==> src/verilog/rtc_alarm_pkg.sv <==
// Purpose: shared constants and types for the alarm, wave and output block
// Assumes: byte-wide register port fed by the serial protocol engine
// Notes:   register index equals the pointer value presented by that engine
package rtc_alarm_pkg;

    // ------------------------------------------------------------
    // register locations
    // ------------------------------------------------------------
    localparam logic [7:0] SECONDS_ADDR       = 8'h01;
    localparam logic [7:0] CENTURY_HOURS_ADDR = 8'h03;
    localparam logic [7:0] OUTPUT_CONTROL_ADDR = 8'h08;
    localparam logic [7:0] FIXED_OUT_ADDR     = 8'h09;
    localparam logic [7:0] ALARM_MONTH_ADDR   = 8'h0A;
    localparam logic [7:0] ALARM_DATE_ADDR    = 8'h0B;
    localparam logic [7:0] ALARM_HOUR_ADDR    = 8'h0C;
    localparam logic [7:0] ALARM_MIN_ADDR     = 8'h0D;
    localparam logic [7:0] ALARM_SEC_ADDR     = 8'h0E;
    localparam logic [7:0] FLAGS_ADDR         = 8'h0F;
    localparam logic [7:0] WAVE_ADDR          = 8'h13;

    // ------------------------------------------------------------
    // field positions
    // ------------------------------------------------------------
    localparam int HALT_BIT        = 7;
    localparam int CENTURY_EN_BIT  = 7;
    localparam int CENTURY_BIT     = 6;
    localparam int OUT_LEVEL_BIT   = 7;
    localparam int FIXED_EN_BIT    = 7;
    localparam int IRQ_EN_BIT      = 7;
    localparam int SQW_EN_BIT      = 6;
    localparam int RPT_HI_BIT      = 7;
    localparam int RPT5_BIT        = 6;
    localparam int FLAG_BIT        = 6;
    localparam int RATE_LSB        = 4;

    // ------------------------------------------------------------
    // power-up values
    // ------------------------------------------------------------
    localparam logic       HALT_RST       = 1'b0;
    localparam logic       OUT_LEVEL_RST  = 1'b1;
    localparam logic       FIXED_EN_RST   = 1'b1;
    localparam logic [7:0] ALARM_REG_RST  = 8'h00;
    localparam logic [3:0] RATE_RST       = 4'h0;

    // ------------------------------------------------------------
    // repeat codes, alarm_repeat_bits
    // ------------------------------------------------------------
    localparam logic [4:0] RPT_SECOND = 5'h1F;
    localparam logic [4:0] RPT_MINUTE = 5'h1E;
    localparam logic [4:0] RPT_HOUR   = 5'h1C;
    localparam logic [4:0] RPT_DAY    = 5'h18;
    localparam logic [4:0] RPT_MONTH  = 5'h10;
    localparam logic [4:0] RPT_YEAR   = 5'h00;

    localparam int OSC_DIV_W = 15;

    // running calendar, bcd
    typedef struct packed {
        logic [4:0] month;
        logic [5:0] date;
        logic [5:0] hour;
        logic [6:0] min;
        logic [6:0] sec;
    } cal_time_t;

    // open-drain pin: data and pull-down enable
    typedef struct packed {
        logic o;
        logic oe;
    } od_pin_t;

endpackage : rtc_alarm_pkg

==> src/verilog/rtc_alarm_sqw_output_logic.sv <==
// Purpose: alarm compare, flag, open-drain multi-function and 32 kHz outputs
// Assumes: protocol engine supplies pointer and read/write strobes; counters
//          supply the bcd calendar, an update pulse and a century pulse
// Notes:   osc_clk is sampled on clk; it must be well below clk / 4
//
// Notes on behaviour
// - alarm fields held at five consecutive locations
// - repeat bits choose which fields must match
// - undefined repeat codes behave as every second
// - matching time sets the alarm flag
// - flag with irq enable pulls pin low
// - pointer on flag register holds interrupt off
// - flag read clears flag and releases pin
// - rate code selects binary-divided wave frequency
// - 32 kHz output runs while oscillator runs
// - only enable bit or halt stops it
// - century flag toggles at rollover when enabled
// - otherwise pin follows output level bit
// - both outputs only pull low or release
// - reset sets power-up defaults of control bits
// - wave enable routes wave onto shared pin
// - host writes never change alarm flag
// - alarm fields stored as bcd
// - rate in upper nibble, lower reads zero
`timescale 1ns/10ps

module rtc_alarm_sqw_output_logic
    import rtc_alarm_pkg::*;
#(
    parameter int DIV_W = OSC_DIV_W
) (
    // clock and reset
    input  wire logic      clk,
    input  wire logic      sys_rst,
    // oscillator timebase
    input  wire logic      osc_clk,
    // register port from the serial engine
    input  wire logic [7:0] reg_ptr,
    input  wire logic      reg_wr_stb,
    input  wire logic [7:0] reg_wdata,
    input  wire logic      reg_rd_stb,
    output logic     [7:0] reg_rdata,
    output logic           reg_rvalid,
    // calendar counters
    input  wire cal_time_t cur_time,
    input  wire logic      time_update,
    input  wire logic      century_rollover,
    // status to counters
    output logic           osc_halt,
    // open-drain pins
    output od_pin_t        multi_function_output,
    output od_pin_t        fixed_32k_output
);

    // ------------------------------------------------------------
    // register storage
    // ------------------------------------------------------------
    logic       osc_halt_q;
    logic       century_toggle_enable_q;
    logic       century_flag_q;
    logic       output_level_bit_q;
    logic       fixed_output_enable_q;
    logic [7:0] alarm_q [5];
    logic [3:0] wave_rate_select_q;
    logic       alarm_match_flag_q;
    logic [7:0] rdata_q;
    logic       rvalid_q;
    od_pin_t    mfo_q;
    od_pin_t    fixed_32k_output_q;

    // ------------------------------------------------------------
    // decode
    // ------------------------------------------------------------
    wire logic wr_sec   = reg_wr_stb && (reg_ptr == SECONDS_ADDR);
    wire logic wr_hours = reg_wr_stb && (reg_ptr == CENTURY_HOURS_ADDR);
    wire logic wr_ctl   = reg_wr_stb && (reg_ptr == OUTPUT_CONTROL_ADDR);
    wire logic wr_fix   = reg_wr_stb && (reg_ptr == FIXED_OUT_ADDR);
    wire logic wr_wave  = reg_wr_stb && (reg_ptr == WAVE_ADDR);
    wire logic rd_flags = reg_rd_stb && (reg_ptr == FLAGS_ADDR);

    wire logic       alarm_irq_enable   = alarm_q[0][IRQ_EN_BIT];
    wire logic       square_wave_enable = alarm_q[0][SQW_EN_BIT];
    wire logic [4:0] alarm_repeat_bits  = {alarm_q[1][RPT5_BIT], alarm_q[1][RPT_HI_BIT],
                                           alarm_q[2][RPT_HI_BIT], alarm_q[3][RPT_HI_BIT],
                                           alarm_q[4][RPT_HI_BIT]};

    // ------------------------------------------------------------
    // alarm settings
    // ------------------------------------------------------------
    // five alarm locations
    genvar gi;
    generate
        for (gi = 0; gi < 5; gi++) begin : g_alarm
            wire logic wr_hit = reg_wr_stb &&
                                (reg_ptr == ALARM_MONTH_ADDR + 8'(gi));
            always_ff @(posedge clk or posedge sys_rst) begin
                if (sys_rst) begin
                    alarm_q[gi] <= ALARM_REG_RST;
                end else if (wr_hit) begin
                    alarm_q[gi] <= reg_wdata;
                end
            end
        end
    endgenerate

    // ------------------------------------------------------------
    // alarm compare
    // ------------------------------------------------------------
    wire logic eq_mon  = (cur_time.month == alarm_q[0][4:0]);
    wire logic eq_date = (cur_time.date  == alarm_q[1][5:0]);
    wire logic eq_hour = (cur_time.hour  == alarm_q[2][5:0]);
    wire logic eq_min  = (cur_time.min   == alarm_q[3][6:0]);
    wire logic eq_sec  = (cur_time.sec   == alarm_q[4][6:0]);

    wire logic match_scope =
        (alarm_repeat_bits == RPT_MINUTE) ? eq_sec :
        (alarm_repeat_bits == RPT_HOUR)   ? (eq_min && eq_sec) :
        (alarm_repeat_bits == RPT_DAY)    ? (eq_hour && eq_min && eq_sec) :
        (alarm_repeat_bits == RPT_MONTH)  ? (eq_date && eq_hour && eq_min && eq_sec) :
        (alarm_repeat_bits == RPT_YEAR)   ? (eq_mon && eq_date && eq_hour &&
                                             eq_min && eq_sec) :
        1'b1;

    wire logic alarm_hit = time_update && match_scope;

    // host writes ignored
    // a match in the clearing cycle wins so no event is lost
    always_ff @(posedge clk or posedge sys_rst) begin
        if (sys_rst) begin
            alarm_match_flag_q <= 1'b0;
        end else if (alarm_hit) begin
            alarm_match_flag_q <= 1'b1;
        end else if (rd_flags) begin
            alarm_match_flag_q <= 1'b0;
        end
    end

    // ------------------------------------------------------------
    // control bits
    // ------------------------------------------------------------
    // century toggle on rollover
    wire logic century_flip = century_rollover && century_toggle_enable_q;

    always_ff @(posedge clk or posedge sys_rst) begin
        if (sys_rst) begin
            osc_halt_q            <= HALT_RST;
            output_level_bit_q    <= OUT_LEVEL_RST;
            fixed_output_enable_q <= FIXED_EN_RST;
            wave_rate_select_q    <= RATE_RST;
        end else begin
            if (wr_sec) begin
                osc_halt_q <= reg_wdata[HALT_BIT];
            end
            if (wr_ctl) begin
                output_level_bit_q <= reg_wdata[OUT_LEVEL_BIT];
            end
            if (wr_fix) begin
                fixed_output_enable_q <= reg_wdata[FIXED_EN_BIT];
            end
            if (wr_wave) begin
                wave_rate_select_q <= reg_wdata[RATE_LSB +: 4];
            end
        end
    end

    always_ff @(posedge clk or posedge sys_rst) begin
        if (sys_rst) begin
            century_toggle_enable_q <= 1'b0;
            century_flag_q          <= 1'b0;
        end else if (wr_hours) begin
            century_toggle_enable_q <= reg_wdata[CENTURY_EN_BIT];
            century_flag_q          <= reg_wdata[CENTURY_BIT] ^ century_flip;
        end else if (century_flip) begin
            century_flag_q <= ~century_flag_q;
        end
    end

    // ------------------------------------------------------------
    // read path
    // ------------------------------------------------------------
    logic [7:0] rd_mux;
    always_comb begin
        rd_mux = 8'h00;
        if (reg_ptr == SECONDS_ADDR) begin
            rd_mux = {osc_halt_q, cur_time.sec};
        end else if (reg_ptr == CENTURY_HOURS_ADDR) begin
            rd_mux = {century_toggle_enable_q, century_flag_q, cur_time.hour};
        end else if (reg_ptr == OUTPUT_CONTROL_ADDR) begin
            rd_mux = {output_level_bit_q, 7'h00};
        end else if (reg_ptr == FIXED_OUT_ADDR) begin
            rd_mux = {fixed_output_enable_q, 7'h00};
        end else if (reg_ptr >= ALARM_MONTH_ADDR && reg_ptr <= ALARM_SEC_ADDR) begin
            rd_mux = alarm_q[3'(reg_ptr - ALARM_MONTH_ADDR)];
        end else if (reg_ptr == FLAGS_ADDR) begin
            rd_mux = {1'b0, alarm_match_flag_q, 6'h00};
        end else if (reg_ptr == WAVE_ADDR) begin
            rd_mux = {wave_rate_select_q, 4'h0};
        end
    end

    always_ff @(posedge clk or posedge sys_rst) begin
        if (sys_rst) begin
            rdata_q  <= 8'h00;
            rvalid_q <= 1'b0;
        end else begin
            rvalid_q <= reg_rd_stb;
            if (reg_rd_stb) begin
                rdata_q <= rd_mux;
            end
        end
    end

    // ------------------------------------------------------------
    // oscillator sampling and divider
    // ------------------------------------------------------------
    logic [2:0]       osc_sync_q;
    logic             osc_lvl_q;
    logic [DIV_W-1:0] div_q;

    always_ff @(posedge clk or posedge sys_rst) begin
        if (sys_rst) begin
            osc_sync_q <= 3'h0;
        end else begin
            osc_sync_q <= {osc_sync_q[1:0], osc_clk};
        end
    end

    // level changes only when the later two stages agree
    wire logic osc_agree = (osc_sync_q[1] == osc_sync_q[2]);
    wire logic osc_rise  = osc_agree && osc_sync_q[2] && !osc_lvl_q;

    always_ff @(posedge clk or posedge sys_rst) begin
        if (sys_rst) begin
            osc_lvl_q <= 1'b0;
            div_q     <= '0;
        end else begin
            if (osc_agree) begin
                osc_lvl_q <= osc_sync_q[2];
            end
            if (osc_rise && !osc_halt_q) begin
                div_q <= div_q + 1'b1;
            end
        end
    end

    // code 1 raw, code k taps bit k-1
    logic wave_lvl;
    always_comb begin
        wave_lvl = 1'b1;
        if (wave_rate_select_q == 4'h1) begin
            wave_lvl = osc_lvl_q;
        end else if (wave_rate_select_q != 4'h0) begin
            wave_lvl = div_q[4'(wave_rate_select_q - 4'h2) + 4'h1];
        end
    end

    // ------------------------------------------------------------
    // pin drive
    // ------------------------------------------------------------
    // pointer on flag register masks interrupt
    wire logic irq_on = alarm_match_flag_q && alarm_irq_enable &&
                        (reg_ptr != FLAGS_ADDR);

    wire logic mfo_low =
        square_wave_enable ? (!wave_lvl && !osc_halt_q) :
        alarm_irq_enable   ? irq_on :
        !output_level_bit_q;

    // only enable and halt stop it
    wire logic fixed_32k_output_low = fixed_output_enable_q && !osc_halt_q && !osc_lvl_q;

    always_ff @(posedge clk or posedge sys_rst) begin
        if (sys_rst) begin
            mfo_q  <= '{o: 1'b0, oe: 1'b0};
            fixed_32k_output_q <= '{o: 1'b0, oe: 1'b0};
        end else begin
            mfo_q  <= '{o: 1'b0, oe: mfo_low};
            fixed_32k_output_q <= '{o: 1'b0, oe: fixed_32k_output_low};
        end
    end

    assign reg_rdata             = rdata_q;
    assign reg_rvalid            = rvalid_q;
    assign osc_halt              = osc_halt_q;
    assign multi_function_output = mfo_q;
    assign fixed_32k_output      = fixed_32k_output_q;

endmodule : rtc_alarm_sqw_output_logic

==> config.mk <==
export PLATFORM = sky130hd
export DESIGN_NAME = rtc_alarm_sqw_output_logic
export DESIGN_NICKNAME = d
export VERILOG_FILES = /design/src/verilog/rtc_alarm_pkg.sv /design/src/verilog/rtc_alarm_sqw_output_logic.sv
export SDC_FILE = /design/constraint.sdc
export NUM_CORES = 1
export LEC_CHECK = 0
export BUFFER_PORTS_ARGS = -buffer_cell sky130_fd_sc_hd__buf_2
export CAP_MARGIN = 20
export CORE_MARGIN = 2
export CORE_UTILIZATION = 57
export CTS_CLUSTER_SIZE = 12
export DETAILED_ROUTE_END_ITERATION = 12
export PLACE_DENSITY = 0.8
export SLEW_MARGIN = 0
export SYNTH_ARGS = -nofsm -noshare
export SYNTH_HDL_FRONTEND = slang
export SYNTH_SLANG_ARGS = --single-unit
==> constraint.sdc <==
create_clock -name clk -period 5.45 [get_ports clk]
set_clock_uncertainty 0.15 [all_clocks]
set_input_delay 1.09 -clock clk [delete_from_list [all_inputs] [get_ports clk]]
set_output_delay 1.09 -clock clk [all_outputs]
set_load 0.05 [all_outputs]
* After elaboration in Yosys (flattened, before gate mapping)
Index checks and enable logic that the tools add are counted.
** Storage, ports and cells
- Register bits :: 80
- Input port bits :: 54
- Output and inout bits :: 14
- Logic and storage cells :: 118
** Cells by class
- Add/subtract/negate cells :: 4
- Magnitude comparators :: 4
- Equal/unequal tests :: 23
- Muxes and demuxes :: 25
- Bitwise operators :: 3
- Reduce and logical (&&, ||, !) cells :: 40
** Operators by type and width (number)
- 8-bit two-way mux :: 9
- 8-bit by 4-bit equality test with 1-bit output (second input constant) :: 8
- 1-bit logical AND :: 32
- 8-bit binary-select mux with 3-bit select :: 1
- 5-bit equality test (second input constant) :: 4
- 15-bit by 1-bit adder with 15-bit output (second input constant) :: 1
- 7-bit equality test :: 2
- 1-bit two-way mux :: 14
- 6-bit equality test :: 2
- 8-bit by 1-bit equality test with 1-bit output (second input constant) :: 1
- 8-bit by 2-bit equality test with 1-bit output (second input constant) :: 1
- 8-bit by 5-bit equality test with 1-bit output (second input constant) :: 1
- 8-bit by 4-bit greater-or-equal comparator with 1-bit output (second input constant) :: 1
- 8-bit by 4-bit less-or-equal comparator with 1-bit output (second input constant) :: 1
- 8-bit by 4-bit inequality test with 1-bit output (second input constant) :: 1
- 5-bit equality test :: 1
- 5-bit logical NOT :: 1
- 4-bit by 5-bit < comparator with 1-bit output (second input constant) :: 1
- 4-bit by 1-bit adder with 4-bit output (second input constant) :: 1
- 1-bit binary-select mux with 4-bit select :: 1
- 4-bit by 1-bit equality test with 1-bit output (second input constant) :: 1
- 4-bit greater-or-equal comparator (second input constant) :: 1
- 1-bit logical NOT :: 4
- 3-bit inverter with 4-bit output :: 1
- other kinds (7) :: 8

* Depth between registers and ports, before layout
- Depth in word-level cells :: 12
- Gate-level depth with buffers :: 7
- Mapped depth without buffers :: 7

* Worst setup path before layout
No wires, ideal clock.
- Path kind :: input to register
- Start :: in reg_ptr[4]
- End :: reg alarm_q[16] in the netlist's numbering
- Setup time :: 125 ps
- Data arrival time :: 2553 ps
- Slack :: 2622 ps
- Cell stages on the path :: 6
- Path through :: buf_6 -> nor4_4 -> and3_2 -> and4_1 -> buf_4 -> mux2_2
** On the way
- Longest elaborated chain between the ends :: 2
** Ends and longest elaborated chain
- from (decl) :: line rtc_alarm_sqw_output_logic.sv:38 : input wire logic [7:0] reg_ptr,
- 8-bit by 4-bit equality test with 1-bit output :: line rtc_alarm_sqw_output_logic.sv:95 : (reg_ptr == ALARM_MONTH_ADDR + 8'(gi));
- 1-bit logical AND :: line rtc_alarm_sqw_output_logic.sv:94 : wire logic wr_hit = reg_wr_stb &&
- to (signal, indexed assignment) :: line rtc_alarm_sqw_output_logic.sv:100 : alarm_q[gi] <= reg_wdata;
- to (decl) :: line rtc_alarm_sqw_output_logic.sv:63 : logic [7:0] alarm_q [5];
No other way between the ends.
A chain may end at the register's enable or synchronous reset.

* Final worst setup path
- Start :: in reg_ptr[1]
- End :: reg rdata_q[7] (netlist: reg_rdata[7])
** On the way
- Longest elaborated chain between the ends :: 10
- Elaborated cells on any way between the ends :: 21
** Ends and longest elaborated chain
- 3-bit by 2-bit subtractor with 3-bit output :: line rtc_alarm_sqw_output_logic.sv:193 : rd_mux = alarm_q[3'(reg_ptr - ALARM_MONTH_ADDR)];
- 3-bit inverter with 4-bit output (not written as such) :: line rtc_alarm_sqw_output_logic.sv:193
- 8-bit binary-select mux with 3-bit select :: line rtc_alarm_sqw_output_logic.sv:193
- 8-bit two-way mux (not written as such) (2 in series) :: line rtc_alarm_sqw_output_logic.sv:193
- 8-bit two-way mux :: line rtc_alarm_sqw_output_logic.sv:192 : end else if (reg_ptr >= ALARM_MONTH_ADDR && reg_ptr <= ALARM_SEC_ADDR) begin
- 8-bit two-way mux :: line rtc_alarm_sqw_output_logic.sv:190 : end else if (reg_ptr == FIXED_OUT_ADDR) begin
- 8-bit two-way mux :: line rtc_alarm_sqw_output_logic.sv:188 : end else if (reg_ptr == OUTPUT_CONTROL_ADDR) begin
- 8-bit two-way mux :: line rtc_alarm_sqw_output_logic.sv:186 : end else if (reg_ptr == CENTURY_HOURS_ADDR) begin
- 8-bit two-way mux (*) :: line rtc_alarm_sqw_output_logic.sv:184 : if (reg_ptr == SECONDS_ADDR) begin
- to (signal assigned) :: line rtc_alarm_sqw_output_logic.sv:208 : rdata_q <= rd_mux;
- to (decl) :: line rtc_alarm_sqw_output_logic.sv:66 : logic [7:0] rdata_q;
Every way passes the cells marked *; elsewhere a longest branch is shown, timed or not. The select of a mux whose other input is x is not followed.

==> results.tsv <==
metric	value	unit
Routed WL per cell	19.9	microns
register area share after synthesis	43.9	%
worst slew pin tran	0.708	ns
worst setup margin	2.42	ns
post-synthesis adder-cell area fraction	1.37	%
outcome	completed	
Worst setup EP type	flop	
Avg Vias per Cell	5.98	
vias in the first global route	3505	
fmax	330	MHz
R2R depth	7	
CTS tree	built	
full die area	0.00873	sq mm
Row Count	32	
starting density of the core	59.0	%
proportion of synthesized area in mux cells	18.5	%
Reg clk slew, reported paths	0.08	ns
Cells after Synth	410	
Num CTS Buffers	9	
core area	0.00773	sq mm
MaxCap Viol Count	0	
initial DRC count	281	
TNS Setup	0	ns
main combinational cell family by area after synthesis	multiplexers	
Synth Area per Inst	11.1	sq um
worst hold-check path type	flop to flop	
hold buffers post-CTS	0	
Slew HR	52.4	%
Clock Latency Late Sink	0.36	ns
clk sinks	80	
Setup-failing EPs final	0	
mapped cell area	0.00456	sq mm
Crit path largest cell delay	0.66	ns
gpl congestion	0.978	
peak supply drop	0.000180	V
Post-DRT Antenna Nets	0	
num ports	68	
drt drc	0	
post-DP HPWL	8540	microns
DR pass1 iterations	5	
post-synthesis xor/xnor area fraction	9.22	%
Total Routing Usage GR	27.9	%
crit start category	primary input	
Final period util	55.6	%
share of layout cells above drive strength 1	33.4	%
CP Cell Sequence	buf_2, ha_1, o21ai_0, a221oi_1, a21oi_1, o31ai_1	
register-to-register setup slack	3.04	ns
vias post-DR	3454	
Slew Limit Fails	0	
share of flip-flops with an asynchronous set or reset	100	%
Worst R2R Start	wave_rate_select_q[0]$_DFFE_PP0P_	
Pwr Density	281	mW/mm^2
crit path capture	reg_rdata[7]$_DFFE_PP0P_	
EDFF count, synth	0	
htree depth	3	
Post CTS Setup Buffer Count	0	
Worst Path Required	5.55	ns
post-cts sizing count	0	
RSZ-0062 raised after global routing	false	
Synth Warn #	0	
final wirelength	11500	microns
Slowest cell on crit path	ha_1	
crit path buf inv count	1	
Synth cell types	58	
clk root buf	clkbuf_8	
post-synthesis compound-gate area fraction	9.11	%
CP top delay family	compound AO/OA/AOI/OAI gates	
worst reg2reg endpoint	multi_function_output[0]$_DFF_PP0_	
fin crit period	3.03	ns
NumNets Final	530	
Worst Path Max Fanout	28	
total gr overflow	0	
critical path class	primary input to flop	
Die W	93.5	microns
LEAKAGE	2.36	nW
largest net degree at the start of global routing	47	
pre-CTS setup slack	2.14	ns
FF+latch count, synth	80	
Critical Path Stages	6	
CTS max path bufs	2	
initial antenna violation count	0	
first-pass GRT wire length	18500	microns
crit path launch	reg_ptr[1]	
final hold violation count	0	
Die Height	93.5	microns
Area Overhead vs Synth	13.1	%
crit path DAT	3.13	ns
diode count	0	
prevailing post-synth register cell	dfrtp_1	
Synth Area in Simple Gates	14.5	%
PortBufs	65	
stage by stage:
step	utilization (%)	hold WS, ns	power (mW)	area [sq um]	cells
6_report	66.8	0.206	1.45	5160	578
3_5_place_dp	63.7	0.193	0.924	4920	562
4_1_cts	66.8	0.211	1.45	5160	578
2_1_floorplan	-	0.181	0.849	4570	411
3_3_place_gp	63.7	0.190	0.917	4920	562
5_1_grt	66.8	0.218	1.50	5160	578
worst min-delay path by stage:
stage,from,cells past startpoint,endpoint
floorplan,osc_sync_q[0]$_DFF_PP0_,0,osc_sync_q[1]$_DFF_PP0_
global placement,osc_sync_q[0]$_DFF_PP0_,0,osc_sync_q[1]$_DFF_PP0_
detailed placement,osc_sync_q[0]$_DFF_PP0_,0,osc_sync_q[1]$_DFF_PP0_
CTS,osc_sync_q[0]$_DFF_PP0_,0,osc_sync_q[1]$_DFF_PP0_
global route,osc_sync_q[0]$_DFF_PP0_,0,osc_sync_q[1]$_DFF_PP0_
finish,osc_sync_q[0]$_DFF_PP0_,0,osc_sync_q[1]$_DFF_PP0_
worst register-to-register path: cells and delay by family, from the launching register on:
kind,cells,cell delay [ns]
DFF,1,0.52
buffers and inverters,1,0.11
AOI/OAI and AO/OA,2,0.25
adders and majority gates,1,0.43
and+or+nand+nor,1,0.06
muxes,2,0.80
layer usage:
| metal | vias to the layer above | wire length [microns] | track usage (%) |
|---|---|---|---|
| met5 | - | 0 | 0 |
| met4 | 0 | 230 | 8.82 |
| met3 | 22 | 674 | 4.51 |
| met2 | 125 | 5300 | 43.4 |
| met1 | 1709 | 5300 | 40.3 |
| li1 | 1598 | - | - |
flip-flops by register name, summed over array words and instances, names as in the netlist, 3 cells and up:
name                cells
alarm_q                39
div_q                  15
osc_sync_q              3
reg_rdata               8
wave_rate_select_q      4
layout by cell type, fill, tap and decap left out, drive strengths merged, types with 4 or more instances in the layout:
master	Yosys	layout
a21oi	8	8
a221oi	4	4
a31oi	6	6
and2	4	4
and3	7	7
buf	13	66
clkbuf	4	13
dfrtp	78	78
ha	5	5
inv	11	10
mux2	59	59
mux2i	6	6
mux4	4	4
nand2	25	25
nand3	16	16
nand4	11	11
nor2	20	20
nor2b	5	5
nor3	8	8
o21ai	20	20
xnor2	34	34
xor2	14	14
report_power, final:
group / total (mW) / internal (mW) / switching (mW) / leakage (nW)
sequential: 0.686 / 0.639 / 0.0473 / 1.06
combinational: 0.229 / 0.0984 / 0.131 / 1.18
clock: 0.535 / 0.318 / 0.217 / 0.118
total: 1.45 / 1.05 / 0.395 / 2.36
kinds of logic (layout without fill, tap and decap cells):
family	Yosys count	after routing
and+or+nand+nor	117	117
DFF	80	80
muxes	69	69
AOI/OAI and AO/OA	62	62
xor gates and xnor gates	48	48
buffers and inverters	28	93
adders and majority gates	5	5
other	1	2
synthesized netlist by cell type, drive strengths merged (2+ instances only):
library cell  number  area (sq um)
a21oi              8          40.0
a221oi             4          35.0
a22oi              3          22.5
a31oi              6          37.5
a32oi              2          17.5
and2               4          26.3
and3               7          46.3
and3b              3          27.5
buf               13          91.3
clkbuf             4          15.0
dfrtp             78          1950
dfstp              2          52.6
ha                 5          62.6
inv               11          41.3
mux2              59           694
mux2i              6          60.1
mux4               4          90.1
nand2             25          93.8
nand2b             3          18.8
nand3             16          97.6
nand4             11          68.8
nor2              20          75.1
nor2b              5          31.3
nor3               8          40.0
nor3b              3          22.5
nor4               3          48.8
o2111ai            3          32.5
o211ai             3          22.5
o21ai             20           100
o221ai             2          17.5
o311a              2          20.0
o31ai              3          22.5
or2                3          18.8
or3                2          12.5
xnor2             34           298
xor2              14           123
layout make-up:
| type | count | area, sq um |
|---|---|---|
| inverters | 11 | 42.5 |
| repair buffers | 66 | 333 |
| well taps | 102 | 128 |
| multi-input cells | 303 | 2410 |
| clock buffers | 13 | 149 |
| clock inverters | 3 | 90.1 |
| fillers | 602 | 2570 |
| flip-flops and latches | 80 | 2000 |
No activity file was read; power rests on OpenSTA's default activity.
